## config.mk

```make
export PLATFORM = sky130hd
export DESIGN_NAME = cpfl_top
export DESIGN_NICKNAME = d
export VERILOG_FILES = /design/src/pkg/cpfl_pkg.sv /design/src/cpfl_top.sv
export SDC_FILE = /design/constraint.sdc
export NUM_CORES = 1
export LEC_CHECK = 0
export CAP_MARGIN = 10
export CORE_MARGIN = 2
export CORE_UTILIZATION = 40
export DETAILED_ROUTE_END_ITERATION = 8
export DONT_BUFFER_PORTS = 1
export GPL_ROUTABILITY_DRIVEN = 0
export PLACE_DENSITY = 0.63
export RECOVER_POWER = 50
export SETUP_SLACK_MARGIN = 0.02
export SYNTH_ARGS = -nofsm -noshare
export SYNTH_HDL_FRONTEND = slang
export SYNTH_SLANG_ARGS = --single-unit
```

## constraint.sdc

```tcl
create_clock -name sys_clk -period 10 [get_ports sys_clk]
set_input_delay 2.5 -clock sys_clk [delete_from_list [all_inputs] [get_ports sys_clk]]
set_output_delay 2.5 -clock sys_clk [all_outputs]
set_load 0.01 [all_outputs]
```

## src/pkg/cpfl_pkg.sv

```systemverilog
// Package of constants and types for the charger protection fault logic
package cpfl_pkg;
    // Event indices, one per protection or alarm source
    localparam int EV_ADP1_OV = 0;
    localparam int EV_ADP2_OV = 1;
    localparam int EV_BUS_OV = 2;
    localparam int EV_BUS_OC = 3;
    localparam int EV_BUS_UC = 4;
    localparam int EV_RCP = 5;
    localparam int EV_BUS_OV_ALM = 6;
    localparam int EV_BUS_OC_ALM = 7;
    localparam int EV_BAT_OV = 8;
    localparam int EV_BAT_OV_ALM = 9;
    localparam int EV_BAT_OC = 10;
    localparam int EV_BAT_OC_ALM = 11;
    localparam int EV_OUT_OV = 12;
    localparam int EV_TEMP = 13;
    localparam int NEV = 14;
    // Events that halt the converter and clear charge enable
    localparam logic [NEV-1:0] FAULT_MASK = 14'h3_53c;
    // Register byte offsets
    localparam logic [7:0] OFS_CTRL = 8'h00;
    localparam logic [7:0] OFS_STAT = 8'h04;
    localparam logic [7:0] OFS_FLAG = 8'h08;
    localparam logic [7:0] OFS_MASK = 8'h0c;
    localparam logic [7:0] OFS_DIS = 8'h10;
    localparam logic [7:0] OFS_TIME = 8'h14;
    // Control register fields
    localparam int CTRL_CHARGE_ENABLE_BIT = 0;
    localparam int CTRL_RCP_SEL_LSB = 1;
    localparam int CTRL_UC_EN = 6;
    // Timing register fields
    localparam int TIME_SS_LSB = 0;
    localparam int TIME_UCDG_LSB = 4;
    localparam int TIME_BOCDG_LSB = 8;
    // Reset values: all enabled, unmasked, cleared
    localparam logic [31:0] RST_ZERO = 32'h0000_0000;
    localparam logic [31:0] RST_TIME = 32'h0000_0321;
    // Soft-start step: 1 ms in ns, at 10 ns per cycle
    localparam int SS_STEP_NS = 1000000;
    localparam int CLK_NS = 10;
    localparam int SS_STEP_CYC = SS_STEP_NS / CLK_NS;
    // Interrupt low pulse length, 256 us
    localparam int INT_NS = 256000;
    localparam int INT_CYC = INT_NS / CLK_NS;
    // Repeat gap for the second adapter overvoltage interrupt
    localparam int REP_CYC = 2 * INT_CYC;
    // AXI responses
    localparam logic [1:0] RESP_OKAY = 2'b00;
    localparam logic [1:0] RESP_SLVERR = 2'b10;

    typedef struct packed {
        logic awready;
        logic wready;
        logic bvalid;
        logic [1:0] bresp;
        logic arready;
        logic rvalid;
        logic [31:0] rdata;
        logic [1:0] rresp;
    } cpfl_axi_s_t;
endpackage

```

## src/cpfl_top.sv

```systemverilog
// Protection supervisor with AXI4-Lite register slave
// Behaviour
// - Any enabled fault trip turns off the blocking switch and halts switching.
// - Mask bits gate only the interrupt; protection still acts.
// - Disable bit holds status and flag cleared and blocks interrupt, except undercurrent.
// - Undercurrent disabled still flags and interrupts but keeps converter running.
// - Protection faults clear charge enable; host restarts full start-up.
// - Each adapter overvoltage cuts its gate drive, flags, interrupts unless masked.
// - Persistent second adapter overvoltage repeats interrupts.
// - Bus overvoltage stops conversion, clears enable, flags, interrupts.
// - Bus overcurrent stops conversion, clears enable, flags, interrupts.
// - Undercurrent after soft-start timeout stops charging when protection enabled.
// - Undercurrent with protection disabled keeps charge enable, still flags.
// - Reverse current while switching and enabled stops charging and flags.
// - Bus alarms flag and interrupt without touching charge enable.
// - High bus-to-output ratio suspends switching; resumes below falling threshold.
// - Battery overvoltage stops conversion, clears enable, flags, interrupts.
// - Battery alarms flag and interrupt; conversion continues.
// - Battery overcurrent must persist its deglitch time before tripping.
// - Output overvoltage trips unless its disable bit is set.
// - Interrupt idles high and pulses low a fixed length on new events.
// - Flags latch and clear on read; status follows live condition.
// - Persisting event after flag clear issues no further interrupt, except second adapter overvoltage.
//
// Our own choices: the address map and the AXI4-Lite slave port.
`timescale 1ns/100ps
`default_nettype none
module cpfl_top
    import cpfl_pkg::*;
#(
    parameter int SS_STEP = SS_STEP_CYC, // Soft-start step, cycles
    parameter int INT_LEN = INT_CYC, // Interrupt pulse, cycles
    parameter int REP_GAP = REP_CYC // Repeat gap, cycles
) (
    input wire logic sys_clk, // System clock
    input wire logic rst, // Synchronous reset, high
    input wire logic [NEV-1:0] cmp_in, // Comparator levels per event
    input wire logic ratio_too_high, // Ratio above rising threshold
    input wire logic ratio_below_fall, // Ratio below falling threshold
    input wire logic [31:0] awaddr, // AXI write address
    input wire logic awvalid, // AXI write address valid
    input wire logic [31:0] wdata, // AXI write data
    input wire logic [3:0] wstrb, // AXI write strobes
    input wire logic wvalid, // AXI write data valid
    input wire logic bready, // AXI response ready
    input wire logic [31:0] araddr, // AXI read address
    input wire logic arvalid, // AXI read address valid
    input wire logic rready, // AXI read ready
    output cpfl_pkg::cpfl_axi_s_t axi_s, // AXI slave outputs
    output logic int_n_o, // Interrupt pin output value
    output logic int_n_oe, // Interrupt pin drive enable
    output logic [1:0] input_gate_drive, // Adapter gate drives
    output logic switch_on, // Blocking switch enable
    output logic converter_run // Converter switching enable
);
    import cpfl_pkg::*;

    // Refuse timing values the counters cannot serve
    if (SS_STEP < 1 || INT_LEN < 1 || REP_GAP <= INT_LEN) begin : g_bad
        $error("cpfl_top: bad timing parameters");
    end

    typedef struct packed {
        logic [31:0] ctrl;
        logic [NEV-1:0] stat;
        logic [NEV-1:0] flag;
        logic [NEV-1:0] mask;
        logic [NEV-1:0] dis;
        logic [11:0] tim;
        logic [NEV-1:0] seen;
        logic [NEV-1:0] live_q;
        logic [31:0] ss_cnt;
        logic ss_done;
        logic [7:0] ucdg_cnt;
        logic [7:0] bocdg_cnt;
        logic suspend;
        logic [31:0] int_cnt;
        logic [31:0] rep_cnt;
        logic aw_got;
        logic [31:0] aw_addr;
        logic w_got;
        logic [31:0] w_data;
        logic [3:0] w_strb;
        cpfl_axi_s_t ax;
    } cpfl_state_t;

    cpfl_state_t s_reg, s_next;

    // Read mux for register offsets
    function automatic logic [32:0] reg_read(input cpfl_state_t s,
                                             input logic [31:0] a);
        logic [32:0] r;
        r = {1'b1, 32'h0000_0000};
        unique case (a[7:0])
            OFS_CTRL: r[31:0] = s.ctrl;
            OFS_STAT: r[31:0] = {18'h0_0000, s.stat};
            OFS_FLAG: r[31:0] = {18'h0_0000, s.flag};
            OFS_MASK: r[31:0] = {18'h0_0000, s.mask};
            OFS_DIS: r[31:0] = {18'h0_0000, s.dis};
            OFS_TIME: r[31:0] = {20'h0_0000, s.tim};
            default: r[32] = 1'b0;
        endcase
        if (a[31:8] != 24'h00_0000) begin
            r = 33'h0_0000_0000;
        end
        return r;
    endfunction

    // Byte-lane merge of a write
    function automatic logic [31:0] merge(input logic [31:0] old,
                                          input logic [31:0] d,
                                          input logic [3:0] st);
        logic [31:0] m;
        m = old;
        for (int i = 0; i < 4; i++) begin
            if (st[i]) begin
                m[i*8 +: 8] = d[i*8 +: 8];
            end
        end
        return m;
    endfunction

    logic [NEV-1:0] live;
    logic [NEV-1:0] gated;
    logic [NEV-1:0] rise;
    logic [NEV-1:0] trip;
    logic [32:0] rd;
    logic wr_fire;
    logic [31:0] ss_limit;
    logic [31:0] m;

    // Next-state logic
    always_comb begin
        s_next = s_reg;
        m = 32'h0000_0000;
        // Soft-start timer runs while charge enable is set
        ss_limit = SS_STEP * (32'(s_reg.tim[TIME_SS_LSB +: 3]) + 32'd1);
        if (!s_reg.ctrl[CTRL_CHARGE_ENABLE_BIT]) begin
            s_next.ss_cnt = 32'h0000_0000;
            s_next.ss_done = 1'b0;
        end else if (s_reg.ss_cnt >= ss_limit) begin
            s_next.ss_done = 1'b1;
        end else begin
            s_next.ss_cnt = s_reg.ss_cnt + 32'd1;
        end
        live = cmp_in;
        // Undercurrent counted only after soft-start, with deglitch
        if (cmp_in[EV_BUS_UC] && s_reg.ss_done) begin
            if (s_reg.ucdg_cnt < {4'h0, 2'b00, s_reg.tim[TIME_UCDG_LSB +: 2]})
            begin
                s_next.ucdg_cnt = s_reg.ucdg_cnt + 8'd1;
            end
        end else begin
            s_next.ucdg_cnt = 8'h00;
        end
        live[EV_BUS_UC] = cmp_in[EV_BUS_UC] && s_reg.ss_done &&
            s_reg.ucdg_cnt >= {6'h00, s_reg.tim[TIME_UCDG_LSB +: 2]};
        // Battery overcurrent must persist its deglitch count
        if (cmp_in[EV_BAT_OC]) begin
            if (s_reg.bocdg_cnt < {4'h0, s_reg.tim[TIME_BOCDG_LSB +: 4]}) begin
                s_next.bocdg_cnt = s_reg.bocdg_cnt + 8'd1;
            end
        end else begin
            s_next.bocdg_cnt = 8'h00;
        end
        live[EV_BAT_OC] = cmp_in[EV_BAT_OC] &&
            s_reg.bocdg_cnt >= {4'h0, s_reg.tim[TIME_BOCDG_LSB +: 4]};
        // Reverse current only watched while switching
        live[EV_RCP] = cmp_in[EV_RCP] && converter_run;
        // Disable bits hold status off, except undercurrent
        gated = live & ~(s_reg.dis & ~(14'h0001 << EV_BUS_UC));
        s_next.stat = gated;
        s_next.live_q = gated;
        rise = gated & ~s_reg.live_q;
        s_next.flag = s_reg.flag | rise;
        // Faults that clear charge enable
        trip = gated & FAULT_MASK &
            ~(s_reg.dis & (14'h0001 << EV_BUS_UC));
        // Ratio suspend with hysteresis
        if (ratio_too_high) begin
            s_next.suspend = 1'b1;
        end else if (ratio_below_fall) begin
            s_next.suspend = 1'b0;
        end
        // Interrupt pulse; a persisting event never re-arms, except second adapter overvoltage
        s_next.seen = (s_reg.seen | rise) & gated;
        if (s_reg.int_cnt != 32'h0000_0000) begin
            s_next.int_cnt = s_reg.int_cnt - 32'd1;
        end
        if (s_reg.rep_cnt != 32'h0000_0000) begin
            s_next.rep_cnt = s_reg.rep_cnt - 32'd1;
        end
        if ((rise & ~s_reg.seen & ~s_reg.mask) != 14'h0000) begin
            s_next.int_cnt = 32'(INT_LEN);
        end
        if (gated[EV_ADP2_OV] && !s_reg.mask[EV_ADP2_OV] &&
            s_reg.rep_cnt == 32'h0000_0000) begin
            s_next.int_cnt = 32'(INT_LEN);
            s_next.rep_cnt = 32'(REP_GAP);
        end
        if (!gated[EV_ADP2_OV]) begin
            s_next.rep_cnt = 32'h0000_0000;
        end
        // AXI write channel capture
        if (awvalid && s_reg.ax.awready) begin
            s_next.aw_got = 1'b1;
            s_next.aw_addr = awaddr;
        end
        if (wvalid && s_reg.ax.wready) begin
            s_next.w_got = 1'b1;
            s_next.w_data = wdata;
            s_next.w_strb = wstrb;
        end
        s_next.ax.awready = !s_next.aw_got && !s_reg.ax.bvalid;
        s_next.ax.wready = !s_next.w_got && !s_reg.ax.bvalid;
        wr_fire = s_reg.aw_got && s_reg.w_got && !s_reg.ax.bvalid;
        rd = reg_read(s_reg, s_reg.aw_addr);
        if (wr_fire) begin
            s_next.aw_got = 1'b0;
            s_next.w_got = 1'b0;
            s_next.ax.bvalid = 1'b1;
            s_next.ax.bresp = rd[32] ? RESP_OKAY : RESP_SLVERR;
            unique case (s_reg.aw_addr[7:0])
                OFS_CTRL: s_next.ctrl = merge(s_reg.ctrl, s_reg.w_data,
                                               s_reg.w_strb);
                OFS_MASK: begin
                    m = merge({18'h0_0000, s_reg.mask}, s_reg.w_data,
                              s_reg.w_strb);
                    s_next.mask = m[NEV-1:0];
                end
                OFS_DIS: begin
                    m = merge({18'h0_0000, s_reg.dis}, s_reg.w_data,
                              s_reg.w_strb);
                    s_next.dis = m[NEV-1:0];
                end
                OFS_TIME: begin
                    m = merge({20'h0_0000, s_reg.tim}, s_reg.w_data,
                              s_reg.w_strb);
                    s_next.tim = m[11:0];
                end
                default: m = 32'h0000_0000;
            endcase
        end else begin
            m = 32'h0000_0000;
        end
        if (s_reg.ax.bvalid && bready) begin
            s_next.ax.bvalid = 1'b0;
        end
        // AXI read channel; flags clear on read, new events win
        if (arvalid && s_reg.ax.arready) begin
            rd = reg_read(s_reg, araddr);
            s_next.ax.arready = 1'b0;
            s_next.ax.rvalid = 1'b1;
            s_next.ax.rdata = rd[31:0];
            s_next.ax.rresp = rd[32] ? RESP_OKAY : RESP_SLVERR;
            if (araddr == {24'h00_0000, OFS_FLAG}) begin
                s_next.flag = rise;
            end
        end
        if (s_reg.ax.rvalid && rready) begin
            s_next.ax.rvalid = 1'b0;
            s_next.ax.arready = 1'b1;
        end
        // Fault clears charge enable after any software write
        if (trip != 14'h0000) begin
            s_next.ctrl[CTRL_CHARGE_ENABLE_BIT] = 1'b0;
        end
        // Disable masks flags, except undercurrent
        s_next.flag = s_next.flag & ~(s_reg.dis & ~(14'h0001 << EV_BUS_UC));
    end

    // State register
    always_ff @(posedge sys_clk) begin
        if (rst) begin
            s_reg <= '0;
            s_reg.tim <= RST_TIME[11:0];
            s_reg.ax.arready <= 1'b1;
            s_reg.ax.awready <= 1'b1;
            s_reg.ax.wready <= 1'b1;
        end else begin
            s_reg <= s_next;
        end
    end

    // Outputs from state
    assign axi_s = s_reg.ax;
    assign int_n_o = 1'b0;
    assign int_n_oe = s_reg.int_cnt != 32'h0000_0000;
    assign input_gate_drive = ~s_reg.stat[EV_ADP2_OV:EV_ADP1_OV];
    assign switch_on = s_reg.ctrl[CTRL_CHARGE_ENABLE_BIT];
    assign converter_run = s_reg.ctrl[CTRL_CHARGE_ENABLE_BIT] && !s_reg.suspend;

    // Assertions
    a_fault_clears_en: assert property (@(posedge sys_clk) disable iff (rst)
        (trip != 14'h0000) |=> !s_reg.ctrl[CTRL_CHARGE_ENABLE_BIT])
        else $error("fault did not clear charge enable");
    a_dis_holds_stat: assert property (@(posedge sys_clk) disable iff (rst)
        s_reg.dis[EV_OUT_OV] |=> !s_reg.stat[EV_OUT_OV])
        else $error("disabled event shows status");
    a_uc_dis_keeps: assert property (@(posedge sys_clk) disable iff (rst)
        (s_reg.dis[EV_BUS_UC] && trip == 14'h0000 && !wr_fire &&
         s_reg.ctrl[CTRL_CHARGE_ENABLE_BIT]) |=> s_reg.ctrl[CTRL_CHARGE_ENABLE_BIT])
        else $error("undercurrent disabled still cleared enable");
    a_alarm_only: assert property (@(posedge sys_clk) disable iff (rst)
        (gated[EV_BAT_OV_ALM] && trip == 14'h0000 && !wr_fire &&
         s_reg.ctrl[CTRL_CHARGE_ENABLE_BIT]) |=> s_reg.ctrl[CTRL_CHARGE_ENABLE_BIT])
        else $error("alarm cleared charge enable");
    a_mask_no_int: assert property (@(posedge sys_clk) disable iff (rst)
        (!int_n_oe && (rise & ~s_reg.mask) == 14'h0000 &&
         !(gated[EV_ADP2_OV] && !s_reg.mask[EV_ADP2_OV])) |=> !int_n_oe)
        else $error("masked event pulled interrupt");
    a_int_pulse: assert property (@(posedge sys_clk) disable iff (rst)
        $rose(int_n_oe) |-> int_n_oe [*2])
        else $error("interrupt pulse too short");
    a_suspend_run: assert property (@(posedge sys_clk) disable iff (rst)
        s_reg.suspend |-> !converter_run)
        else $error("converter runs while suspended");
    a_gate_off: assert property (@(posedge sys_clk) disable iff (rst)
        s_reg.stat[EV_ADP1_OV] |-> !input_gate_drive[0])
        else $error("gate drive on during adapter overvoltage");
    a_flag_latch: assert property (@(posedge sys_clk) disable iff (rst)
        rise[EV_BUS_OC] |=> s_reg.flag[EV_BUS_OC])
        else $error("flag not set by event");
endmodule
`default_nettype wire

```

=== After elaboration in Yosys (flattened, before gate mapping) ===
Index checks and enable logic that the tools add are counted.

* Bits in registers: 339
* Input port bits: 123
* Output and inout port bits: 47
* Logic and storage cells: 152

* Add/subtract/negate cells: 6
* $mul: 1
* Order comparisons: 5
* Equal/unequal tests: 11
* Mux-type cells: 19
* Bitwise logic cells: 19
* Reduce and logical (&&, ||, !) cells: 55

{| class="wikitable"
|+ Operators with widths
! cell !! count
|-
| 32-bit case mux with 6 select lines || 2
|-
| 33-bit two-way mux || 4
|-
| 14-bit AND || 7
|-
| 32-bit nonzero test || 2
|-
| 32-bit by 1-bit subtractor with 32-bit output (second input constant) || 2
|-
| 14-bit inverter || 4
|-
| 24-bit nonzero test || 2
|-
| 47-bit two-way mux || 1
|-
| 37-bit two-way mux || 1
|-
| 32-bit by 1-bit adder with 32-bit output (second input constant) || 1
|-
| 32-bit by 4-bit == test with 1-bit output (second input constant) || 1
|-
| 8-bit by 4-bit == test with 1-bit output (second input constant) || 4
|-
| 8-bit by 5-bit == test with 1-bit output (second input constant) || 4
|-
| 32-bit by 21-bit greater-or-equal comparator with 1-bit output || 1
|-
| 32-bit zero test || 1
|-
| 32-bit two-way mux || 1
|-
| 15-bit two-way mux || 2
|-
| 3-bit AND reduction || 10
|-
| 14-bit two-way mux || 2
|-
| 14-bit bitwise OR || 2
|-
| 14-bit nonzero test || 2
|-
| 8-bit by 1-bit adder with 8-bit output (second input constant) || 2
|-
| 8-bit by 3-bit == test with 1-bit output (second input constant) || 2
|-
| 1-bit logical AND || 16
|-
| other kinds (18) || 40
|}

=== Longest topological paths before layout ===
Gate-level depths: netlist of run 1.

* Word-level depth: 10
* Gate-level depth with buffers: 23

=== Worst setup path before layout of run 1 ===
No wires, ideal clock.

* Path kind: reg-to-output
* From: reg s_reg[143] in the netlist's numbering
* To: out int_n_oe
* Arrival: 1986 ps
* Setup slack: 5514 ps
* Cell stages (with the launch flop): 8
* Buffers on the path: 1
* Path through: dfxtp_1 > inv_1 > ha_1 > or3b_2 > or4_1 > buf_2 > nor3_4 > inv_2

* Word-level cells in the longest chain between the ends: 1

{| class="wikitable"
|+ Ends and longest elaborated chain
! element !! line !! text
|-
| start, declared || cpfl_top.sv:87 || <nowiki>cpfl_state_t s_reg, s_next;</nowiki>
|-
| start signal, assigned || cpfl_top.sv:281 || <nowiki>s_reg <= s_next;</nowiki>
|-
| 32-bit nonzero test || cpfl_top.sv:288 || <nowiki>assign int_n_oe = s_reg.int_cnt != 32'h0000_0000;</nowiki>
|-
| end, declared || cpfl_top.sv:51 || <nowiki>output logic int_n_oe,</nowiki>
|}

No other way between the ends.

=== Final worst setup path of run 1 ===
Same ends and word-level chain as after synthesis.

==> impl_metrics.yaml, run 1 <==
run_status:
  status: "finished, violations left"
  violations: "max-capacitance violations, max-slew violations"
sta:
  tightest_slew_ps: 2330
  finalHoldViolCount: 0
  period_needed_ps: 5280
  final-setup-viol-count: 0
  finalCritPeriodShare_pct: 52.8
  tns_ps: 0
  rsz0062_at_grt: "no"
  timing.fmax_ghz: 0.190
  layout_setup_ws_ps: 4720
  slew_headroom_pct: -55.7
  fin_skew_ps: 23.6
  final_max_slew_viol_count: 74
clocking:
  clock_sinks: 337
  cts_root_buf: "clkbuf_16"
  cts_buffers: 37
  cts_buffer_depth: 3
  cts_tree: "done"
  cts_max_level: 2
  post-cts-setup-buffers: 0
  hold_buffers: 0
  clock_latency_ps: 540
  postCtsResizedCells: 0
  clk_pin_slew_ps: 60
placed_design:
  place_inst: 2008
  port_buffers: 0
  dp_hpwl_um: 24400
  dp_slack_ps: 5000
power:
  power.leakage_nw: 6.00
  switchingPower_w: 0.000924
  p_int_w: 0.00250
  switching_share_pct: 27.0
  p_comb_share_pct: 16.7
  vdd_drop_max_mv: 0.118
  power_w: 0.00343
  power_frac_seq_pct: 43.1
  powerDensity_nw_per_um2: 218
  clockPowerShare_pct: 40.2
logic_synthesis:
  yosys_warnings: 0
  async_flop_share_pct: 0
  yosysSeqAreaShare_pct: 46.5
  synth-seq-cells: 337
  syn_area_sq_um: 14500
  synthCells: 1660
  synth_cell_types: 74
  ys.flop_type: "dfxtp_1"
  avgSynthCellArea_sq_um: 8.75
  synth_edf_count: 0
setup_path:
  cp.arrival_ps: 2780
  required_ps: 7500
  endpoint_kind: "primary output"
  start_kind: "flip-flop"
  rr_endpoint: "s_reg[212]"
  critical_path_class: "reg -> out"
  r2r-start: "s_reg[253]"
  cp-startpoint: "s_reg[143]"
  rr_worst_depth: 23
  crit_fanout: 9
  regToRegSetupSlack_ps: 4970
cells_and_area:
  drive_gt1_share_pct: 5.48
  fin_cells: 2068
  largest_register_ffs: 297
  area_growth_pct: 8.35
  layout_commonest_cell: "dfxtp_1"
  final_core_util_pct: 44.1
  final_cell_mix: "dfxtp_1, nand2_1, nor2_1, a21oi_1, nor3_1"
  nets: 1757
  antennaDiodeCount: 0
grt:
  grt.overflow.total: 0
  track_usage_pct: 18.7
  grt_max_degree: 231
  antenna_found_initial: 0
  grt_pass1_wl_um: 57600
  grt_pass1_vias: 10992
floorplanning:
  die_area_sq_um: 37800
  start_util_pct: 40.7
  fp.dieH_um: 195
  row_count: 69
  coreArea_sq_um: 35700
  die_w_um: 195
  ioPinCount: 170
routing:
  vias: 11304
  avgRoutedWirePerCell_um: 17.4
  ant_nets: 0
  vias_per_cell: 5.47
  wirelength_um: 36000
  first_pass_iters: 8
  drcViolationCount: 0
  drt-initial-drc-count: 746
worst_hold_path:
  whs_endpoint: "s_reg[190]"
  hold_path_class: "reg -> reg"
  hold_path_startpoint: "s_reg[190]"
  min_path_cells: 1
flow_run:
  max_cap_violations: 2
-- synth_stat cells (42+ instances only) --
master      n  area (sq um)
inv_1      50           188
dfxtp_1   337          6750
nor2_1    167           627
nor3_1     81           405
a21oi_1   142           711
nor4_1     45           282
nand2_1   202           758
buf_4      42           315
xnor2_1    49           429
ha_1       45           563
clkbuf_1   65           244
nand3_1    46           230
mux2i_1    49           490
-- cells by family (layout without fill, tap and decap cells) --
kind of cell | after synthesis | count (layout) | synth area share (%)
AOI/OAI and AO/OA | 290 | 290 | 12.7
xor gates and xnor gates | 71 | 71 | 4.28
adders and majority gates | 46 | 46 | 4.01
buffers and inverters | 174 | 119 | 5.83
DFF | 337 | 337 | 46.5
muxes | 50 | 50 | 3.45
other | 1 | 3 | 0.0258
and+or+nand+nor | 691 | 691 | 23.2
-- power groups by stage --
stage | Sequential, W | Combinational, W | Clock, W
floorplan | 0.00148 | 0.000536 | 0
global placement | 0.00150 | 0.000558 | 0
detailed placement | 0.00150 | 0.000570 | 0
CTS | 0.00148 | 0.000575 | 0.00141
global route | 0.00149 | 0.000641 | 0.00147
finish | 0.00148 | 0.000572 | 0.00138
-- area by class of cell --
type	instances	area (sq um)
sequential	337	6750
clock buffer	47	1010
timing repair buffer	10	71.3
multi-input combinational	1151	6950
tap	461	577
clock inverter	11	190
inverter	51	191
fill	3486	19900
-- per-layer routing --
metal  track usage [%]  vias to the layer above  share of wire, %
li1                  -                     5616                 -
met5                 0                        -                 0
met1              24.1                     5341                45
met2              31.1                      298                46
met4              4.99                        0               1.8
met3              4.88                       49               7.2
-- through the flow --
stage | area (sq um) | hold WS (ps)
floorplan | 14500 | 420
global placement | 14500 | 434
detailed placement | 14500 | 438
CTS | 15700 | 449
global route | 15700 | 472
finish | 15700 | 451
-- how the worst max path moves through the flow --
stage,depth (start not counted),slack (ps),to
5_1_grt,23,4420,s_reg[212]
2_1_floorplan,7,5510,int_n_oe
3_3_place_gp,5,5070,s_reg[294]
6_report,6,4720,int_n_oe
3_5_place_dp,5,5000,s_reg[294]
4_1_cts,6,4720,int_n_oe
-- worst max-delay path, cell delays in order, from the launching register on --
cell     delay (ps)
dfxtp_1         330
inv_1            90
ha_1            170
or3b_2          500
or4_1           550
nor3_4          470
inv_2           130
No activity file was read; power rests on OpenSTA's default activity.
==> run 2: changes to the inputs <==
clock period = 5.29 ns   (was 10 ns; I/O delays follow)
==> impl_metrics.yaml, run 2 (synthesized netlist as in run 1, its figures left out) <==
grt:
  grt_pass1_vias: 11055
  grt.overflow.total: 0
  track_usage_pct: 18.8
  grt_max_degree: 231
  grt_pass1_wl_um: 58000
  antenna_found_initial: 0
sta:
  final-setup-viol-count: 0
  slew_headroom_pct: -61.8
  finalHoldViolCount: 0
  fin_skew_ps: 17.5
  fin_hold_ws_ps: 451
  timing.fmax_ghz: 0.206
  finalCritPeriodShare_pct: 91.8
  rsz0062_at_grt: "no"
  final_max_slew_viol_count: 39
  tns_ps: 0
  period_needed_ps: 4860
  tightest_slew_ps: 2420
setup_path:
  endpoint_kind: "flip-flop"
  crit_path_top_delay_cell: "fa_1"
  critical_path_class: "reg -> reg"
  crit_fanout: 14
  crit_chain: "inv_1 -> ha_1 -> ha_1 -> inv_1 -> fa_1 -> inv_1 -> ha_1 -> a21o_1 -> a21oi_1 -> o21bai_1 -> a21oi_1 -> nor4_1 -> nor2_1 -> xor2_1 -> ha_1 -> o21ai_0 -> nor2_1 -> nor2_1 -> o221ai_1 -> buf_4 -> nor4_1 -> xnor2_1 -> nor2_1"
  slowest_delay_ps: 500
  critPathTopFamily: "adder cells"
  crit_buf_inv: 4
  cp.arrival_ps: 5250
  required_ps: 5680
  rr_worst_depth: 23
  cp_num_cells: 23
  start_kind: "flip-flop"
placed_design:
  port_buffers: 0
  dpl_cell_area_sq_um: 14600
  dp_hpwl_um: 25000
power:
  vdd_drop_max_mv: 0.248
  power.leakage_nw: 6.00
  powerDensity_nw_per_um2: 401
cells_and_area:
  largest_register_ffs: 297
  final_cell_mix: "dfxtp_1, nand2_1, nor2_1, a21oi_1, nor3_1"
  drive_gt1_share_pct: 5.87
  nets: 1760
  nFillCells: 3507
  layout_commonest_cell: "dfxtp_1"
  area_growth_pct: 8.35
  final_area_sq_um: 15700
run_status:
  violations: "max-capacitance violations, max-slew violations"
  status: "finished, violations left"
routing:
  drt-initial-drc-count: 670
  avgRoutedWirePerCell_um: 17.5
  first_pass_iters: 6
  ant_nets: 0
  vias_per_cell: 5.48
  drcViolationCount: 0
  vias: 11394
  wirelength_um: 36400
clocking:
  cts_buffers: 37
  cts_tree: "done"
  cts_root_buf: "clkbuf_16"
  cts_buffer_depth: 3
  hold_buffers: 0
  clock_sinks: 337
  clock_latency_ps: 540
  cts_max_level: 2
  clk_pin_slew_ps: 60
floorplanning:
  row_count: 69
  die_w_um: 195
  coreArea_sq_um: 35700
  start_util_pct: 40.7
  ioPinCount: 170
  fp.dieH_um: 195
  die_area_sq_um: 37800
worst_hold_path:
  hold_path_class: "reg -> reg"
  min_path_cells: 2
flow_run:
  max_cap_violations: 1
[run 2: layout make-up]
cell class	instances	area, sq um	area share [%]
clock inverters	10	82.6	0.525
diodes	1	2.50	0.0159
flip-flops and latches	337	6750	42.9
well taps	461	577	3.67
multi-input cells	1151	6960	44.2
repair buffers	13	111	0.708
inverters	51	191	1.22
clock buffers	56	1070	6.78
[run 2: worst register-to-register path, stage by stage, from the launching register on]
cell and delay [ps]:
dfxtp_2 400, inv_1 170, ha_1 410, ha_1 200, inv_1 50, fa_1 500
inv_1 50, ha_1 200, a21o_1 200, a21oi_1 250, o21bai_1 120, a21oi_1 230
nor4_1 80, nor2_1 110, xor2_1 180, ha_1 260, o21ai_0 160, nor2_1 70
nor2_1 110, o221ai_1 180, buf_4 240, nor4_1 350, xnor2_1 160, nor2_1 50
[run 2: report_power, final]
group | total (W) | internal (W) | switching (W)
logic | 0.00108 | 0.000463 | 0.000615
clock network | 0.00244 | 0.00140 | 0.00104
registers | 0.00279 | 0.00267 | 0.000119
total | 0.00631 | 0.00454 | 0.00177
[run 2: repair_timing]
| action | 4_1_cts | 5_1_grt |
|---|---|---|
| resized for setup | 0 | 3 |
| setup endpoints to repair | 0 | 19 |
| buffers inserted | 0 | 0 |
[run 2: per-stage QoR]
step	power [W]	utilization (%)	setup slack, ps	instances
floorplan	0.00382	-	886	1662
global placement	0.00390	40.8	470	2012
detailed placement	0.00392	40.8	239	2012
CTS	0.00639	44.1	155	2078
global route	0.00662	44.1	44.1	2079
finish	0.00631	44.1	431	2080
[run 2: final timing paths]
path                                  from    endpoint  slack [ps]
worst max-delay path            s_reg[253]  s_reg[209]         430
worst min-delay path             s_reg[85]   s_reg[85]         450
worst max register to register  s_reg[253]  s_reg[209]         430
worst min register to register   s_reg[85]   s_reg[85]         450
[run 2: per-layer routing]
layer	global-route usage, %	share of wire [%]	vias to the layer above
met5	0	0	-
met4	5.84	2.5	0
met3	4.48	7.0	67
met2	31.0	46	319
met1	24.5	45	5386
li1	-	-	5622
==> run 3: changes to the inputs <==
TNS_END_PERCENT = 50   (was unset)
clock period = 5.7 ns   (was 5.29 ns; I/O delays follow)
==> impl_metrics.yaml, run 3 (synthesized netlist as in run 1, its figures left out) <==
clocking:
  cts_max_level: 2
  clock_sinks: 337
  post-cts-setup-buffers: 0
  clock_latency_ps: 540
  cts_root_buf: "clkbuf_16"
  clk_pin_slew_ps: 60
  cts_tree: "done"
  postCtsResizedCells: 0
  cts_buffer_depth: 3
  hold_buffers: 0
  cts_buffers: 37
cells_and_area:
  nFillCells: 3470
  seqCellArea_sq_um: 6750
  layout_commonest_cell: "dfxtp_1"
  final_cell_mix: "dfxtp_1, nand2_1, nor2_1, a21oi_1, nor3_1"
  drive_gt1_share_pct: 6.00
  multi_input_area_sq_um: 6950
  nets: 1759
  area_growth_pct: 9.38
  largest_register_ffs: 297
setup_path:
  start_kind: "flip-flop"
  r2r-start: "s_reg[253]"
  endpoint: "s_reg[212]"
  cp-startpoint: "s_reg[253]"
  crit_fanout: 15
  endpoint_kind: "flip-flop"
  required_ps: 6090
  cp.arrival_ps: 5610
  rr_worst_depth: 23
  rr_endpoint: "s_reg[212]"
  regToRegSetupSlack_ps: 490
  critical_path_class: "reg -> reg"
power:
  power_frac_seq_pct: 42.2
  p_int_w: 0.00450
  clockPowerShare_pct: 41.5
  vdd_drop_max_mv: 0.267
  p_comb_share_pct: 16.3
  switchingPower_w: 0.00163
  switching_share_pct: 26.6
  power.leakage_nw: 6.08
  powerDensity_nw_per_um2: 386
routing:
  wirelength_um: 36400
  vias: 11462
  drcViolationCount: 0
  ant_nets: 0
  first_pass_iters: 6
  vias_per_cell: 5.51
  avgRoutedWirePerCell_um: 17.5
  drt-initial-drc-count: 681
sta:
  period_needed_ps: 5210
  final_max_slew_viol_count: 39
  finalCritPeriodShare_pct: 91.5
  finalHoldViolCount: 0
  fin_skew_ps: 17.4
  timing.fmax_ghz: 0.192
  final-setup-viol-count: 0
  slew_headroom_pct: -58.3
  rsz0062_at_grt: "no"
  tightest_slew_ps: 2370
  tns_ps: 0
  fin_hold_ws_ps: 452
floorplanning:
  coreArea_sq_um: 35700
  die_w_um: 195
  row_count: 69
  fp.dieH_um: 195
  start_util_pct: 40.7
  die_area_sq_um: 37800
  ioPinCount: 170
grt:
  grt_max_degree: 231
  grt_pass1_vias: 11097
  track_usage_pct: 19.1
  grt.overflow.total: 0
  grt_pass1_wl_um: 58200
  antenna_found_initial: 2
worst_hold_path:
  hold_path_class: "reg -> reg"
run_status:
  status: "finished, violations left"
  violations: "max-capacitance violations, max-slew violations"
flow_run:
  max_cap_violations: 1
placed_design:
  port_buffers: 0
  dp_hpwl_um: 24800
-- run 3: changes by cell type in the layout (fill, tap and decap cells not counted), moves of 2 or more --
cell,delta
clkinv_2,-2
bufinv_16,+4
clkinv_8,-2
clkbuf_8,+5
clkbuf_1,-4
-- run 3: metal layers --
| metal | wire length (um) | global-route usage (%) | up-vias |
|---|---|---|---|
| li1 | - | - | 5631 |
| met1 | 16100 | 24.4 | 5428 |
| met2 | 16400 | 30.8 | 340 |
| met3 | 2960 | 5.15 | 63 |
| met4 | 988 | 7.24 | 0 |
| met5 | 0 | 0 | - |
-- run 3: cell type report --
cell class                      instances  share of cell area (%)
Inverter                               51                    1.21
Timing Repair Buffer                   12                   0.669
Clock inverter                          8                   0.906
Tap cell                              461                    3.63
Clock buffer                           59                    7.37
Sequential cell                       337                    42.5
Multi-Input combinational cell       1151                    43.7
Antenna cell                            1                  0.0158
-- run 3: worst min path at each step --
stage / startpoint / end / slack, ps / cells after the start
final: s_reg[189] / s_reg[189] / 450 / 1
after CTS: s_reg[79] / s_reg[79] / 450 / 2
after global routing: s_reg[240] / s_reg[240] / 470 / 2
after detailed placement: s_reg[189] / s_reg[189] / 440 / 1
after floorplan: s_reg[190] / s_reg[190] / 420 / 1
after global placement: s_reg[190] / s_reg[190] / 430 / 1
-- run 3: worst max-delay path, stage by stage (launching register included) --
cell      delay, ps
dfxtp_1         480
inv_1           210
nor3_1          400
ha_1            250
inv_1            60
fa_1            520
inv_1            50
ha_1            210
a21o_1          190
a21oi_1         220
o21bai_1         90
a21oi_1         220
nor4_1           70
nor2_1          120
xor2_1          180
ha_1            260
o21ai_0         160
nor2_1           60
nor2_1          140
o221ai_1        150
buf_4           220
nor4_1          520
a31o_2          230
a21oi_1          50
-- run 3: power by group through the flow --
stage               registers [W]  logic (W)  clock network [W]
floorplan                 0.00260   0.000941                  0
detailed placement        0.00264    0.00101                  0
CTS                       0.00259    0.00102            0.00260
global placement          0.00264   0.000986                  0
global route              0.00261    0.00112            0.00270
finish                    0.00259   0.000997            0.00254
-- run 3: metrics by stage --
step	total power, W	std cells	cell area [sq um]	setup WS [ps]	utilization, %
5_1_grt	0.00643	2080	15900	54.6	44.6
4_1_cts	0.00621	2078	15900	503	44.5
2_1_floorplan	0.00355	1662	14500	1300	-
3_3_place_gp	0.00362	2011	14600	729	40.8
3_5_place_dp	0.00365	2011	14600	563	40.8
6_report	0.00613	2080	15900	487	44.6
